[config.mk]
export PLATFORM = sky130hd
export DESIGN_NAME = tcc_channel
export DESIGN_NICKNAME = d
export VERILOG_FILES = /design/src/inc/tcc_pkg.sv /design/src/hw/tcc_capture_fifo.sv /design/src/hw/tcc_channel.sv
export VERILOG_INCLUDE_DIRS = /design/src /design/src/inc
export SDC_FILE = /design/constraint.sdc
export NUM_CORES = 1
export LEC_CHECK = 0
export BUFFER_PORTS_ARGS = -buffer_cell sky130_fd_sc_hd__buf_4
export CAP_MARGIN = 20
export CORE_ASPECT_RATIO = 0.75
export CORE_MARGIN = 3
export CORE_UTILIZATION = 63
export CTS_BUF_LIST = sky130_fd_sc_hd__clkbuf_2 sky130_fd_sc_hd__clkbuf_4 sky130_fd_sc_hd__clkbuf_8
export DETAILED_ROUTE_END_ITERATION = 8
export PLACE_DENSITY = 0.88
export SYNTH_ARGS = -nofsm -noshare
export SYNTH_HDL_FRONTEND = slang
export SYNTH_SLANG_ARGS = --single-unit
export TNS_END_PERCENT = 10
[constraint.sdc]
create_clock -name clk_i -period 5.9 [get_ports clk_i]
set_input_delay 1.18 -clock clk_i [delete_from_list [all_inputs] [get_ports clk_i]]
set_output_delay 1.18 -clock clk_i [all_outputs]
set_load 0.02 [all_outputs]
[src/inc/tcc_defs.svh]
// Register map, field positions and constants of the capture/compare channel
`ifndef TCC_DEFS_SVH
`define TCC_DEFS_SVH
`define TCC_ADDR_W 4
`define TCC_OFS_IC_CTRL 4'h0
`define TCC_OFS_IC_DATA 4'h4
`define TCC_OFS_OC_CTRL 4'h8
`define TCC_OFS_OC_PRI 4'hC
`define TCC_OFS_OC_SEC 4'h0
`define TCC_OFS_OC_SEC_HI 1'b1
`define TCC_IC_SIDL 13
`define TCC_IC_TMR 7
`define TCC_IC_CPI_HI 6
`define TCC_IC_CPI_LO 5
`define TCC_IC_OV 4
`define TCC_IC_BNE 3
`define TCC_OC_SIDL 13
`define TCC_OC_FLT 4
`define TCC_OC_TSEL 3
`define TCC_MODE_HI 2
`define TCC_IC_DEPTH 4
`define TCC_IC_PTR_W 2
`define TCC_IC_CNT_W 3
`define TCC_ZERO16 16'h0000
`define TCC_PRE4 4'h3
`define TCC_PRE16 4'hF
`endif

[src/inc/tcc_pkg.sv]
// Types of the capture/compare channel
`default_nettype none
package tcc_pkg;
	typedef enum logic [2:0] {
		TCC_IC_OFF = 3'h0,
		TCC_IC_BOTH = 3'h1,
		TCC_IC_FALL = 3'h2,
		TCC_IC_RISE = 3'h3,
		TCC_IC_RISE4 = 3'h4,
		TCC_IC_RISE16 = 3'h5,
		TCC_IC_UNUSED = 3'h6,
		TCC_IC_WAKE = 3'h7
	} tcc_ic_mode_type;
	typedef enum logic [2:0] {
		TCC_OC_OFF = 3'h0,
		TCC_OC_HIGH1 = 3'h1,
		TCC_OC_LOW1 = 3'h2,
		TCC_OC_TOGGLE = 3'h3,
		TCC_OC_DELAY1 = 3'h4,
		TCC_OC_CONT = 3'h5,
		TCC_OC_PWM = 3'h6,
		TCC_OC_PWMF = 3'h7
	} tcc_oc_mode_type;
endpackage
`default_nettype wire

[src/hw/tcc_capture_fifo.sv]
// Four-word capture buffer with overflow detection
`timescale 1ns/1ns
`default_nettype none
`include "tcc_defs.svh"
module tcc_capture_fifo (
	// Clock and reset
	input wire logic clk_i,
	input wire logic rst_i,
	// Control
	input wire logic clear_i,
	input wire logic push_i,
	input wire logic [15:0] data_i,
	input wire logic pop_i,
	// Status
	output logic [15:0] data_o,
	output logic nonempty_o,
	output logic overflow_o
);
	logic [15:0] mem_q [`TCC_IC_DEPTH];
	logic [`TCC_IC_PTR_W-1:0] wr_q;
	logic [`TCC_IC_PTR_W-1:0] rd_q;
	logic [`TCC_IC_CNT_W-1:0] cnt_q;
	logic full;
	logic do_push;
	logic do_pop;
	assign full = (cnt_q == `TCC_IC_CNT_W'(`TCC_IC_DEPTH));
	assign do_pop = pop_i && (cnt_q != '0);
	assign do_push = push_i && (!full || do_pop);
	assign nonempty_o = (cnt_q != '0);
	assign data_o = mem_q[rd_q];
	always_ff @(posedge clk_i) begin
		if (do_push) begin
			mem_q[wr_q] <= data_i;
		end
	end
	always_ff @(posedge clk_i) begin
		if (rst_i || clear_i) begin
			wr_q <= '0;
			rd_q <= '0;
			cnt_q <= '0;
		end else begin
			if (do_push) begin
				wr_q <= wr_q + 1'b1;
			end
			if (do_pop) begin
				rd_q <= rd_q + 1'b1;
			end
			if (do_push && !do_pop) begin
				cnt_q <= cnt_q + 1'b1;
			end else if (do_pop && !do_push) begin
				cnt_q <= cnt_q - 1'b1;
			end
		end
	end
	// Hardware-only flag; drops once software drains the buffer
	always_ff @(posedge clk_i) begin
		if (rst_i || clear_i) begin
			overflow_o <= 1'b0;
		end else if (push_i && full && !do_pop) begin
			overflow_o <= 1'b1;
		end else if (cnt_q == '0) begin
			overflow_o <= 1'b0;
		end
	end
endmodule
`default_nettype wire

[src/hw/tcc_channel.sv]
// Capture/compare channel: edge capture half, compare/PWM half, Wishbone slave
//
// Local design decisions: the register addresses and the Wishbone slave port.
`timescale 1ns/1ns
`default_nettype none
`include "tcc_defs.svh"
// Function
// Capture idle-halt bit set stops capture half while CPU idles.
// Capture timer select one latches timer two, zero timer three.
// Captures-per-interrupt 00..11 interrupts after one to four captures.
// Overflow flag read-only, cleared by hardware only.
// Buffer-nonempty flag reads one while a captured value waits.
// Capture mode 111 is rising-edge wake source in sleep/idle only.
// Modes 001 both edges, 010 falling, 011 rising capture.
// Mode 100 every fourth rising edge, 101 every sixteenth via prescaler.
// Mode 000 and 110 leave capture disabled.
// Both-edges mode interrupts on every capture regardless of field.
// Each capture stores selected sixteen-bit count in four-word buffer.
// Capture into full buffer sets overflow and drops the value.
// Compare count against one or two values, change pin on match.
// Compare timer select one picks timer three, zero timer two.
// Single pulse or pulse train, interrupts on match per mode.
// Modes 000,001,010,100,101 set initial pin and interrupt edge.
// Toggle mode keeps level at entry, inverts per match, both edges.
// Mode 100 one delayed pulse, 101 continuous pulses between matches.
// PWM 110 starts low if primary zero else high, no interrupt.
// PWM 111 as 110 plus fault input, interrupt on fault fall.
// Fault status bit set by hardware in mode 111, read-only.
// Software stops the timer before writing compare control registers.
// Only compare channels one and two drive a DMA request.
// Stopped timer holds compare output and suppresses match events.
module tcc_channel #(
	parameter bit DMA_CAPABLE = 1'b1
) (
	// Clock and reset
	input wire logic clk_i,
	input wire logic rst_i,
	// Wishbone slave
	input wire logic wb_cyc_i,
	input wire logic wb_stb_i,
	input wire logic wb_we_i,
	input wire logic [`TCC_ADDR_W:0] wb_adr_i,
	input wire logic [3:0] wb_sel_i,
	input wire logic [31:0] wb_dat_i,
	output logic [31:0] wb_dat_o,
	output logic wb_ack_o,
	// Shared timebase
	input wire logic [15:0] timer_two_count_i,
	input wire logic [15:0] timer_three_count_i,
	input wire logic timer_two_run_i,
	input wire logic timer_three_run_i,
	// Power state
	input wire logic cpu_idle_i,
	input wire logic cpu_sleep_i,
	// Pins
	input wire logic capture_input_pin_i,
	input wire logic compare_fault_input_i,
	output logic compare_output_pin_o,
	output logic compare_pin_owned_o,
	// Events
	output logic capture_irq_o,
	output logic capture_wake_o,
	output logic compare_irq_o,
	output logic compare_dma_o
);
	// ----------------------------------------
	// Registers and bus
	// ----------------------------------------
	logic ic_sidl_q;
	logic ic_tmr_q;
	logic [1:0] ic_cpi_q;
	tcc_pkg::tcc_ic_mode_type ic_mode_q;
	logic oc_sidl_q;
	logic oc_tsel_q;
	logic oc_flt_q;
	tcc_pkg::tcc_oc_mode_type oc_mode_q;
	logic [15:0] oc_pri_q;
	logic [15:0] oc_sec_q;
	logic [15:0] fifo_data;
	logic fifo_ne;
	logic fifo_ov;
	logic req;
	logic wr;
	logic lo_en;
	logic ic_ctrl_hit;
	logic ic_data_hit;
	logic oc_ctrl_hit;
	logic oc_pri_hit;
	logic oc_sec_hit;
	logic [15:0] ic_ctrl_rd;
	logic [15:0] oc_ctrl_rd;
	assign req = wb_cyc_i && wb_stb_i && !wb_ack_o;
	assign wr = req && wb_we_i;
	assign lo_en = wb_sel_i[0] && wb_sel_i[1];
	assign ic_ctrl_hit = !wb_adr_i[`TCC_ADDR_W] &&
		(wb_adr_i[`TCC_ADDR_W-1:0] == `TCC_OFS_IC_CTRL);
	assign ic_data_hit = !wb_adr_i[`TCC_ADDR_W] &&
		(wb_adr_i[`TCC_ADDR_W-1:0] == `TCC_OFS_IC_DATA);
	assign oc_ctrl_hit = !wb_adr_i[`TCC_ADDR_W] &&
		(wb_adr_i[`TCC_ADDR_W-1:0] == `TCC_OFS_OC_CTRL);
	assign oc_pri_hit = !wb_adr_i[`TCC_ADDR_W] &&
		(wb_adr_i[`TCC_ADDR_W-1:0] == `TCC_OFS_OC_PRI);
	assign oc_sec_hit = (wb_adr_i[`TCC_ADDR_W] == `TCC_OFS_OC_SEC_HI) &&
		(wb_adr_i[`TCC_ADDR_W-1:0] == `TCC_OFS_OC_SEC);
	assign ic_ctrl_rd = {2'h0, ic_sidl_q, 5'h00, ic_tmr_q, ic_cpi_q,
		fifo_ov, fifo_ne, ic_mode_q};
	assign oc_ctrl_rd = {2'h0, oc_sidl_q, 8'h00, oc_flt_q, oc_tsel_q,
		oc_mode_q};
	always_ff @(posedge clk_i) begin
		if (rst_i) begin
			wb_ack_o <= 1'b0;
			wb_dat_o <= '0;
		end else begin
			wb_ack_o <= req;
			wb_dat_o <= '0;
			if (req && !wb_we_i) begin
				if (ic_ctrl_hit) begin
					wb_dat_o <= {16'h0000, ic_ctrl_rd};
				end else if (ic_data_hit) begin
					wb_dat_o <= {16'h0000, fifo_data};
				end else if (oc_ctrl_hit) begin
					wb_dat_o <= {16'h0000, oc_ctrl_rd};
				end else if (oc_pri_hit) begin
					wb_dat_o <= {16'h0000, oc_pri_q};
				end else if (oc_sec_hit) begin
					wb_dat_o <= {16'h0000, oc_sec_q};
				end
			end
		end
	end
	// Status bits are not writable; only control fields take the write
	always_ff @(posedge clk_i) begin
		if (rst_i) begin
			ic_sidl_q <= 1'b0;
			ic_tmr_q <= 1'b0;
			ic_cpi_q <= 2'h0;
			ic_mode_q <= tcc_pkg::TCC_IC_OFF;
		end else if (wr && ic_ctrl_hit && lo_en) begin
			ic_sidl_q <= wb_dat_i[`TCC_IC_SIDL];
			ic_tmr_q <= wb_dat_i[`TCC_IC_TMR];
			ic_cpi_q <= wb_dat_i[`TCC_IC_CPI_HI:`TCC_IC_CPI_LO];
			ic_mode_q <= tcc_pkg::tcc_ic_mode_type'(wb_dat_i[`TCC_MODE_HI:0]);
		end
	end
	always_ff @(posedge clk_i) begin
		if (rst_i) begin
			oc_sidl_q <= 1'b0;
			oc_tsel_q <= 1'b0;
			oc_mode_q <= tcc_pkg::TCC_OC_OFF;
		end else if (wr && oc_ctrl_hit && lo_en) begin
			oc_sidl_q <= wb_dat_i[`TCC_OC_SIDL];
			oc_tsel_q <= wb_dat_i[`TCC_OC_TSEL];
			oc_mode_q <= tcc_pkg::tcc_oc_mode_type'(wb_dat_i[`TCC_MODE_HI:0]);
		end
	end
	always_ff @(posedge clk_i) begin
		if (rst_i) begin
			oc_pri_q <= `TCC_ZERO16;
			oc_sec_q <= `TCC_ZERO16;
		end else if (wr && lo_en) begin
			if (oc_pri_hit) begin
				oc_pri_q <= wb_dat_i[15:0];
			end
			if (oc_sec_hit) begin
				oc_sec_q <= wb_dat_i[15:0];
			end
		end
	end
	// ----------------------------------------
	// Capture half
	// ----------------------------------------
	logic pin_q;
	logic rise;
	logic fall;
	logic ic_run;
	logic ic_on;
	logic [3:0] pre_q;
	logic cap_evt;
	logic [1:0] cap_cnt_q;
	logic [15:0] cap_val;
	logic ic_mode_chg;
	always_ff @(posedge clk_i) begin
		if (rst_i) begin
			pin_q <= 1'b0;
		end else begin
			pin_q <= capture_input_pin_i;
		end
	end
	assign rise = capture_input_pin_i && !pin_q;
	assign fall = !capture_input_pin_i && pin_q;
	assign ic_on = (ic_mode_q != tcc_pkg::TCC_IC_OFF) &&
		(ic_mode_q != tcc_pkg::TCC_IC_UNUSED) &&
		(ic_mode_q != tcc_pkg::TCC_IC_WAKE);
	assign ic_run = ic_on && !(ic_sidl_q && cpu_idle_i);
	assign ic_mode_chg = wr && ic_ctrl_hit && lo_en;
	// Prescaler counts rising edges; restarts on any mode write
	always_ff @(posedge clk_i) begin
		if (rst_i || ic_mode_chg) begin
			pre_q <= 4'h0;
		end else if (ic_run && rise) begin
			pre_q <= pre_q + 4'h1;
		end
	end
	always_comb begin
		cap_evt = 1'b0;
		if (ic_run) begin
			unique case (ic_mode_q)
				tcc_pkg::TCC_IC_BOTH: cap_evt = rise || fall;
				tcc_pkg::TCC_IC_FALL: cap_evt = fall;
				tcc_pkg::TCC_IC_RISE: cap_evt = rise;
				tcc_pkg::TCC_IC_RISE4: begin
					cap_evt = rise && (pre_q[1:0] == `TCC_PRE4);
				end
				tcc_pkg::TCC_IC_RISE16: begin
					cap_evt = rise && (pre_q == `TCC_PRE16);
				end
				default: cap_evt = 1'b0;
			endcase
		end
	end
	assign cap_val = ic_tmr_q ? timer_two_count_i : timer_three_count_i;
	tcc_capture_fifo u_fifo (
		.clk_i(clk_i),
		.rst_i(rst_i),
		.clear_i(!ic_on),
		.push_i(cap_evt),
		.data_i(cap_val),
		.pop_i(req && !wb_we_i && ic_data_hit),
		.data_o(fifo_data),
		.nonempty_o(fifo_ne),
		.overflow_o(fifo_ov)
	);
	always_ff @(posedge clk_i) begin
		if (rst_i || ic_mode_chg) begin
			cap_cnt_q <= 2'h0;
			capture_irq_o <= 1'b0;
		end else begin
			capture_irq_o <= 1'b0;
			if (cap_evt) begin
				if (ic_mode_q == tcc_pkg::TCC_IC_BOTH) begin
					capture_irq_o <= 1'b1;
				end else if (cap_cnt_q == ic_cpi_q) begin
					cap_cnt_q <= 2'h0;
					capture_irq_o <= 1'b1;
				end else begin
					cap_cnt_q <= cap_cnt_q + 2'h1;
				end
			end
		end
	end
	always_ff @(posedge clk_i) begin
		if (rst_i) begin
			capture_wake_o <= 1'b0;
		end else begin
			capture_wake_o <= (ic_mode_q == tcc_pkg::TCC_IC_WAKE) &&
				(cpu_sleep_i || cpu_idle_i) && rise;
		end
	end
	// ----------------------------------------
	// Compare half
	// ----------------------------------------
	logic [15:0] oc_cnt;
	logic oc_tmr_run;
	logic oc_live;
	logic m_pri;
	logic m_sec;
	logic done_q;
	logic flt_q;
	logic init;
	logic pin_d;
	logic oc_irq_d;
	logic pwm_mode;
	assign oc_cnt = oc_tsel_q ? timer_three_count_i : timer_two_count_i;
	assign oc_tmr_run = oc_tsel_q ? timer_three_run_i : timer_two_run_i;
	assign oc_live = oc_tmr_run && !(oc_sidl_q && cpu_idle_i);
	assign m_pri = oc_live && (oc_cnt == oc_pri_q);
	assign m_sec = oc_live && (oc_cnt == oc_sec_q);
	assign init = wr && oc_ctrl_hit && lo_en;
	assign pwm_mode = (oc_mode_q == tcc_pkg::TCC_OC_PWM) ||
		(oc_mode_q == tcc_pkg::TCC_OC_PWMF);
	// Mode write reinitialises the pin from the newly written mode
	always_comb begin
		pin_d = compare_output_pin_o;
		unique case (oc_mode_q)
			tcc_pkg::TCC_OC_OFF: pin_d = 1'b0;
			tcc_pkg::TCC_OC_HIGH1: if (m_pri && !done_q) pin_d = 1'b1;
			tcc_pkg::TCC_OC_LOW1: if (m_pri && !done_q) pin_d = 1'b0;
			tcc_pkg::TCC_OC_TOGGLE: if (m_pri) pin_d = !pin_d;
			tcc_pkg::TCC_OC_DELAY1, tcc_pkg::TCC_OC_CONT: begin
				if (m_pri && !done_q) pin_d = 1'b1;
				else if (m_sec && pin_d) pin_d = 1'b0;
			end
			tcc_pkg::TCC_OC_PWM, tcc_pkg::TCC_OC_PWMF: begin
				if (m_sec) pin_d = 1'b0;
				if (oc_live && oc_cnt == `TCC_ZERO16) begin
					pin_d = (oc_pri_q != `TCC_ZERO16);
				end
				if (flt_q) pin_d = 1'b0;
			end
		endcase
	end
	always_comb begin
		oc_irq_d = 1'b0;
		unique case (oc_mode_q)
			tcc_pkg::TCC_OC_HIGH1: oc_irq_d = pin_d && !compare_output_pin_o;
			tcc_pkg::TCC_OC_TOGGLE: oc_irq_d = pin_d != compare_output_pin_o;
			tcc_pkg::TCC_OC_LOW1, tcc_pkg::TCC_OC_DELAY1,
			tcc_pkg::TCC_OC_CONT: oc_irq_d = !pin_d && compare_output_pin_o;
			tcc_pkg::TCC_OC_PWMF: begin
				oc_irq_d = !compare_fault_input_i && !flt_q;
			end
			default: oc_irq_d = 1'b0;
		endcase
	end
	always_ff @(posedge clk_i) begin
		if (rst_i) begin
			compare_output_pin_o <= 1'b0;
		end else if (init) begin
			unique case (tcc_pkg::tcc_oc_mode_type'(wb_dat_i[`TCC_MODE_HI:0]))
				tcc_pkg::TCC_OC_LOW1: compare_output_pin_o <= 1'b1;
				tcc_pkg::TCC_OC_TOGGLE: begin
					compare_output_pin_o <= compare_output_pin_o;
				end
				tcc_pkg::TCC_OC_PWM, tcc_pkg::TCC_OC_PWMF: begin
					compare_output_pin_o <= (oc_pri_q != `TCC_ZERO16);
				end
				default: compare_output_pin_o <= 1'b0;
			endcase
		end else begin
			compare_output_pin_o <= pin_d;
		end
	end
	// One-shot modes stop after their pulse; continuous mode never does
	always_ff @(posedge clk_i) begin
		if (rst_i || init) begin
			done_q <= 1'b0;
		end else if (((oc_mode_q == tcc_pkg::TCC_OC_HIGH1 ||
			oc_mode_q == tcc_pkg::TCC_OC_LOW1) && m_pri) ||
			(oc_mode_q == tcc_pkg::TCC_OC_DELAY1 && m_sec &&
			compare_output_pin_o)) begin
			done_q <= 1'b1;
		end
	end
	// Fault is a low level on the fault input; sampled each cycle while in mode 111, not held
	always_ff @(posedge clk_i) begin
		if (rst_i) begin
			flt_q <= 1'b0;
		end else begin
			flt_q <= (oc_mode_q == tcc_pkg::TCC_OC_PWMF) &&
				!compare_fault_input_i;
		end
	end
	always_ff @(posedge clk_i) begin
		if (rst_i || init || oc_mode_q != tcc_pkg::TCC_OC_PWMF) begin
			oc_flt_q <= 1'b0;
		end else if (flt_q) begin
			oc_flt_q <= 1'b1;
		end
	end
	always_ff @(posedge clk_i) begin
		if (rst_i) begin
			compare_irq_o <= 1'b0;
			compare_dma_o <= 1'b0;
		end else begin
			compare_irq_o <= oc_irq_d && !init;
			compare_dma_o <= DMA_CAPABLE && oc_irq_d && !init;
		end
	end
	assign compare_pin_owned_o = (oc_mode_q != tcc_pkg::TCC_OC_OFF) ||
		pwm_mode;
	// ----------------------------------------
	// Checks
	// ----------------------------------------
	a_overflow_sticky: assert property (@(posedge clk_i)
		disable iff (rst_i) (fifo_ov && fifo_ne && ic_on) |=> fifo_ov)
		else $error("overflow flag dropped while data waits");
	a_both_edge_irq: assert property (@(posedge clk_i)
		disable iff (rst_i) (cap_evt && ic_mode_q == tcc_pkg::TCC_IC_BOTH &&
		!ic_mode_chg) |=> capture_irq_o)
		else $error("both-edge capture without interrupt");
	a_capture_off: assert property (@(posedge clk_i)
		disable iff (rst_i) !ic_on |=> !fifo_ne && !capture_irq_o)
		else $error("capture while disabled");
	a_idle_halt: assert property (@(posedge clk_i)
		disable iff (rst_i) (ic_sidl_q && cpu_idle_i) |=> !capture_irq_o)
		else $error("capture during idle halt");
	a_pwm_no_irq: assert property (@(posedge clk_i)
		disable iff (rst_i) (oc_mode_q == tcc_pkg::TCC_OC_PWM &&
		$past(oc_mode_q) == tcc_pkg::TCC_OC_PWM) |-> !compare_irq_o)
		else $error("interrupt in plain pwm mode");
	a_stopped_hold: assert property (@(posedge clk_i)
		disable iff (rst_i) (!oc_tmr_run && !init && !flt_q &&
		oc_mode_q != tcc_pkg::TCC_OC_OFF) |=> $stable(compare_output_pin_o))
		else $error("pin moved with timer stopped");
	a_fault_flag: assert property (@(posedge clk_i)
		disable iff (rst_i) oc_flt_q |-> oc_mode_q == tcc_pkg::TCC_OC_PWMF)
		else $error("fault flag outside fault pwm mode");
	a_dma_gate: assert property (@(posedge clk_i)
		disable iff (rst_i) compare_dma_o |-> DMA_CAPABLE && compare_irq_o)
		else $error("dma request without capability");
	a_high_shot: assert property (@(posedge clk_i)
		disable iff (rst_i) (oc_mode_q == tcc_pkg::TCC_OC_HIGH1 && m_pri &&
		!done_q && !init) |=> compare_output_pin_o && compare_irq_o)
		else $error("one-shot high did not fire");
endmodule
`default_nettype wire

* Word level (Yosys, flattened, before mapping)
Memories as Yosys holds them, arrays and structs flattened. A register that Yosys moved wholly into a read port is not among the register bits.
Index checks and enable logic that the tools add are counted.
** Storage, ports and cells
- Register bits :: 99
- Memory bits (writable) :: 64
- Output and inout bits :: 39
- Word-level logic and storage cells :: 198
- Memories kept :: 1
** Memory list
- u_fifo.mem_q :: depth 4, bits a word 16, read ports 1, clocked after memory_dff 1, wr ports 1, RTL line tcc_capture_fifo.sv:19 : logic [15:0] mem_q [`TCC_IC_DEPTH];
** Cells by class
- $add $sub $neg :: 6
- Equal/unequal tests :: 31
- Multiplexer cells :: 33
- Bitwise logic cells :: 3
- Reductions and logical operators :: 97
** Operator list (count)
- 16-bit 2-to-1 mux :: 6
- 1-bit logical AND :: 48
- 16-bit equality test :: 2
- 3-bit equality test (second input constant) :: 10
- 3-bit by 2-bit equality test with 1-bit output (second input constant) :: 6
- 1-bit zero test :: 17
- 1-bit 2-to-1 mux :: 17
- 16-bit zero test :: 1
- 16-bit nonzero test :: 1
- 14-bit 2-to-1 mux :: 1
- 4-bit equality test (second input constant) :: 3
- 1-bit logical OR :: 11
- 2-bit OR reduction :: 5
- 3-bit inequality test (second input constant) :: 3
- 3-bit nonzero test :: 3
- 2-bit by 1-bit adder with 2-bit output (second input constant) :: 3
- 3-bit by 1-bit equality test with 1-bit output (second input constant) :: 2
- 3-bit zero test :: 2
- 2-bit 2-to-1 mux :: 3
- 3-bit 2-to-1 mux :: 2
- 1-bit case mux with 6 select lines :: 1
- 2-bit AND reduction :: 3
- 3-bit OR reduction :: 2
- 6-bit OR reduction :: 1
- 14 further kinds :: 17

* Longest topological paths before layout
- Depth in word-level cells :: 12
- Gate-level depth with buffers :: 14

* Cells and area by module
A second synthesis with hierarchy kept.
** Unflattened totals
- Cell total of the unflattened synthesis :: 656
- Area, all modules :: 7050.5 µm²
** Modules (own cells, without submodules)
- tcc_channel :: times used 1, cells each 519, area an instance 4235.3 µm²
- tcc_capture_fifo :: times used 1, cells each 137, area an instance 2815.2 µm²

* Worst setup path before layout
Ideal clock, no wire load.
- Path type :: input-to-reg
- Start point :: input wb_adr_i[1]
- End point :: register u_fifo.cnt_q[2]
- Setup time :: 0.126 ns
- Arrival :: 3.346 ns
- Setup slack :: 2.428 ns
- Stages :: 13
- Path buffers :: 1
- Cell sequence :: nor3_2 -> and3b_1 -> buf_2 -> nor3b_2 -> nor3_1 -> a21boi_2 -> ha_1 -> inv_1 -> fa_1 -> xor2_1 -> nor2_1 -> xnor2_1 -> nor2_1
** Between the ends
- Cells in the longest elaborated chain, start to end :: 9
** Ends and longest elaborated chain
- start, declared :: RTL line tcc_channel.sv:42 : input wire logic [`TCC_ADDR_W:0] wb_adr_i,
- 4-bit by 3-bit equality test with 1-bit output (no line) (*)
- 1-bit logical AND (*) :: RTL line tcc_channel.sv:97 : assign ic_data_hit = !wb_adr_i[`TCC_ADDR_W] &&
- 1-bit logical AND (*) :: RTL line tcc_channel.sv:228 : .pop_i(req && !wb_we_i && ic_data_hit),
- 1-bit logical AND (*) :: RTL line tcc_capture_fifo.sv:27 : assign do_pop = pop_i && (cnt_q != '0);
- 1-bit logical OR (*) :: RTL line tcc_capture_fifo.sv:28 : assign do_push = push_i && (!full || do_pop);
- 1-bit logical AND (*) :: RTL line tcc_capture_fifo.sv:28
- net u_fifo.do_push :: RTL line tcc_capture_fifo.sv:24 : logic do_push;
- 1-bit zero test :: RTL line tcc_capture_fifo.sv:50 : end else if (do_pop && !do_push) begin
- 1-bit logical AND :: RTL line tcc_capture_fifo.sv:50
- 2-bit nonzero test (no line)
- end signal, assigned :: RTL line tcc_capture_fifo.sv:49 : cnt_q <= cnt_q + 1'b1;
- end signal, assigned :: RTL line tcc_capture_fifo.sv:51 : cnt_q <= cnt_q - 1'b1;
- end, declared :: RTL line tcc_capture_fifo.sv:22 : logic [`TCC_IC_CNT_W-1:0] cnt_q;
Mark *: on every way through the listed nets, which the timed path passes. The rest lies on a longest branch.
A chain may end at the register's enable or synchronous reset.

* Worst setup path in the final report
- Start point :: input timer_two_count_i[2]
- End point :: register compare_dma_o
** Between the ends
- Cells in the longest elaborated chain, start to end :: 11
** Ends and longest elaborated chain
- start, declared :: RTL line tcc_channel.sv:48 : input wire logic [15:0] timer_two_count_i,
- 16-bit 2-to-1 mux (*) :: RTL line tcc_channel.sv:273 : assign oc_cnt = oc_tsel_q ? timer_three_count_i : timer_two_count_i;
- 16-bit equality test :: RTL line tcc_channel.sv:277 : assign m_sec = oc_live && (oc_cnt == oc_sec_q);
- 1-bit logical AND :: RTL line tcc_channel.sv:277
- 1-bit 2-to-1 mux or 1-bit logical AND (tied branches) :: RTL line tcc_channel.sv:294, tcc_channel.sv:291
- 1-bit 2-to-1 mux, on equally long branches :: RTL line tcc_channel.sv:295, tcc_channel.sv:291
- 1-bit 2-to-1 mux, on equally long branches :: RTL line tcc_channel.sv:298, tcc_channel.sv:290
- 1-bit case mux with 6 select lines (*) :: RTL line tcc_channel.sv:284 : unique case (oc_mode_q)
- 1-bit zero test :: RTL line tcc_channel.sv:308 : tcc_pkg::TCC_OC_CONT: oc_irq_d = !pin_d && compare_output_pin_o;
- 1-bit logical AND :: RTL line tcc_channel.sv:308
- 1-bit case mux with 4 select lines (*) :: RTL line tcc_channel.sv:304 : unique case (oc_mode_q)
- 1-bit logical AND (*) :: RTL line tcc_channel.sv:366 : compare_dma_o <= DMA_CAPABLE && oc_irq_d && !init;
- end signal, assigned :: RTL line tcc_channel.sv:366
- end, declared :: RTL line tcc_channel.sv:64 : output logic compare_dma_o
Every way passes the cells marked *; elsewhere a longest branch is shown, timed or not.

==> impl_results.md <==
- Xor/xnor share of the synthesized area: 5.47%
- Initial DRC count: 670
- Syn Inst Count: 639
- Flop pwr share: 55.3%
- Hpwl dp: 13300 um
- Final ANT Viol Nets: 0
- Final Util: 75.9%
- Ratio of cells with drive above 1 in the final layout: 24.3%
- N_diodes: 0
- RSZ-0062 raised after global routing: no
- Hold buffers post-CTS: 0
- P_int: 1.43 mW
- Global-route wire length before repair: 27900 um
- Ys flop type: dfxtp_1
- Nets: 807
- Synthesized flop and latch total: 149
- Core ar.: 0.0106 mm2
- PostCTS Resize Cnt: 0
- Largest net degree at the start of global routing: 57
- Via count: 5430
- Clock power share: 38.6%
- Final hold vios: 0
- Crit start category: input port
- Maximum vdd ir drop: 0.203 mV
- TritonCTS clock tree: yes
- CP peak stage delay: 0.86 ns
- Sw Ratio: 26.3%
- Worst Tran Pin Value: 0.898 ns
- Layout area overhead: 14.3%
- Starting Density: 66.5%
- NetSw: 0.511 mW
- Area share of fa/ha/maj cells after synthesis: 2.06%
- Area fraction in and, or, nand and nor cells after synthesis: 14.0%
- Lkg Pwr: 2.69 nW
- MaxCap Viol Count: 0
- Worst min-delay path class: flip-flop to flip-flop
- Synth cell types: 61
- Critical path arrival: 4.26 ns
- CTS Buffer Depth: 2
- CP Max Fanout: 3
- Crit path cell chain: buf_4 > nor4_1 > nand3b_1 > a2111oi_1 > o21ai_1 > o211ai_2 > nand4_1 > and2_1 > ha_1 > o22ai_1 > a22o_1 > a22oi_1 > nor3_1
- Worst-path clk slew: 0.09 ns
- Fmax: 254 MHz
- Vias per cell: 6.31
- Initial antenna violation count: 0
- Setup tns final: 0 ns
- First-pass detailed-route iteration total: 5
- IO Port Bufs: 88
- Post-synth EDFFs: 64
- Die area: 0.0125 mm2
- CTS Sinks: 149
- Seq/Total Area, Yosys: 51.4%
- Row count: 32
- Mapped Area: 0.00705 mm2
- Status: complete, no violations
- Grt ovf: 0
- Synth warn: 0
- DRC viols: 0
- Final Setup Violations: 0
- Crit. End Element: flip-flop
- # Post-CTS Setup Buffers: 0
- Die height: 97.6 um
- Skew-Pair Late Insertion Delay: 0.46 ns
- DR WL/cell: 21.4 um
- Pins Over Slew Limit: 0
- Fin crit period: 3.94 ns
- Largest family of logic cells by synthesized area: simple AND/OR/NAND/NOR gates
- Mapped Avg Cell Area: 11.0 um2
- Hold slack final: 0.507 ns
- Clock root buffer: clkbuf_8
- Period utilization: 66.9%
- Placer Congestion: 0.906
- H-Tree Depth: 4
- Post-synthesis async set-or-reset flop share: 0%
- Worst setup path class: input port to flip-flop
- Final WL: 18400 um
- Fill cells: 690
- CTS buffer count: 17
- Synth Area in Compound Gates: 9.16%
- Number of global-route vias before repair: 5106
- Die Span X: 128 um
- Number of top-level pins: 123
- Pwr dens: 241 mW/mm2
- Part of the power in combinational logic: 6.1%
- Total GRT Usage: 29.4%
- Mux contribution to synthesized area: 13.0%
- Skew final: 0.0130 ns
- Max_slew headroom: 40.1%
- Worst Path Required: 6.22 ns
- Slowest-stage cell, CP: a2111oi_1
-- per-stage QoR --
stage | area, um2 | setup WS, ns | instances | total power, mW
6_report | 8060 | 1.96 | 861 | 1.94
5_1_grt | 8060 | 1.77 | 861 | 1.99
4_1_cts | 8030 | 2.01 | 860 | 1.94
3_5_place_dp | 7660 | 1.53 | 828 | 1.21
3_3_place_gp | 7660 | 1.65 | 828 | 1.21
2_1_floorplan | 7110 | 2.43 | 654 | 1.16
-- cells in the final DEF, fill, tap and decap left out, types with 12 or more instances in the layout --
cell type / n
mux2_2: 16
a22oi_1: 17
dfxtp_1: 85
clkbuf_8: 17
mux4_2: 16
nor2_1: 43
nor4_1: 14
nor3_1: 12
nand2_1: 86
conb_1: 16
xnor2_1: 35
a21oi_1: 58
mux2i_1: 21
buf_4: 91
edfxtp_1: 64
-- Yosys cell counts, types with 12 or more instances --
cell type	count	area, um2
nor2_1	43	161
nor4_1	14	87.6
edfxtp_1	64	1920
xnor2_1	35	307
a21oi_1	58	290
dfxtp_1	85	1700
mux2_2	16	180
mux2i_1	21	210
a22oi_1	17	128
nand2_1	86	323
buf_4	17	128
mux4_2	16	360
clkbuf_1	25	93.8
nor3_1	12	60.1
-- metal layers --
layer  share of wire [%]  global-route usage (%)  vias to the layer above  routed length (um)
li1                    -                       -                     2418                   -
met1                  41                    41.0                     2646                7500
met2                  47                    45.4                      324                8700
met3                  10                    8.63                       42                1870
met4                 1.7                    7.42                        0                 318
met5                   0                       0                        -                   0
-- cell families (layout without fill, tap and decap cells) --
logic type / after synthesis / in the layout
fa+ha+maj: 11 / 11
other cells: 1 / 16
mux: 64 / 64
buf+inv: 62 / 133
compound gates: 103 / 103
simple gates: 205 / 205
xor+xnor: 44 / 44
flops: 149 / 149
-- sequential cells by signal, indices dropped and copies added, names as in the netlist, 2 cells and up, named ones only --
signal	flops
ic_cpi_q	2
u_fifo.mem_q	64
cap_cnt_q	2
oc_pri_q	16
u_fifo.cnt_q	3
wb_dat_o	16
pre_q	4
oc_mode_q	3
oc_sec_q	16
ic_mode_q	3
u_fifo.wr_q	2
u_fifo.rd_q	2
-- power groups by stage --
stage / Sequential [mW] / Clock [mW] / Combinational, mW
4_1_cts: 1.07 / 0.752 / 0.116
3_5_place_dp: 1.10 / 0 / 0.115
6_report: 1.07 / 0.750 / 0.118
2_1_floorplan: 1.10 / 0 / 0.0616
5_1_grt: 1.07 / 0.795 / 0.126
3_3_place_gp: 1.10 / 0 / 0.112
-- area by class of cell --
class | instances | area (um2) | share of cell area [%]
clock inverter | 15 | 139 | 1.72
inverter | 9 | 33.8 | 0.419
multi-input combinational | 443 | 3150 | 39.0
tap | 136 | 170 | 2.11
clock buffer | 17 | 234 | 2.90
timing repair buffer | 92 | 711 | 8.82
sequential | 149 | 3620 | 45.0
-- final timing paths --
check | cells past startpoint | slack (ns) | startpoint | endpoint
setup reg to reg | 13 | 2.04 | oc_tsel_q | compare_dma_o
hold / removal | 2 | 0.51 | oc_sec_q[3] | oc_sec_q[3]
hold reg to reg | 2 | 0.51 | oc_sec_q[3] | oc_sec_q[3]
setup / recovery | 13 | 1.96 | timer_two_count_i[2] | compare_dma_o
-- worst max-delay path, delay by kind of cell --
kind / cells / cell delay [ns]
adders and majority gates: 1 / 0.27
AOI/OAI and AO/OA: 6 / 1.61
and+or+nand+nor: 5 / 1.07
buffers and inverters: 1 / 0.12
(Power assumes the default switching activity.)
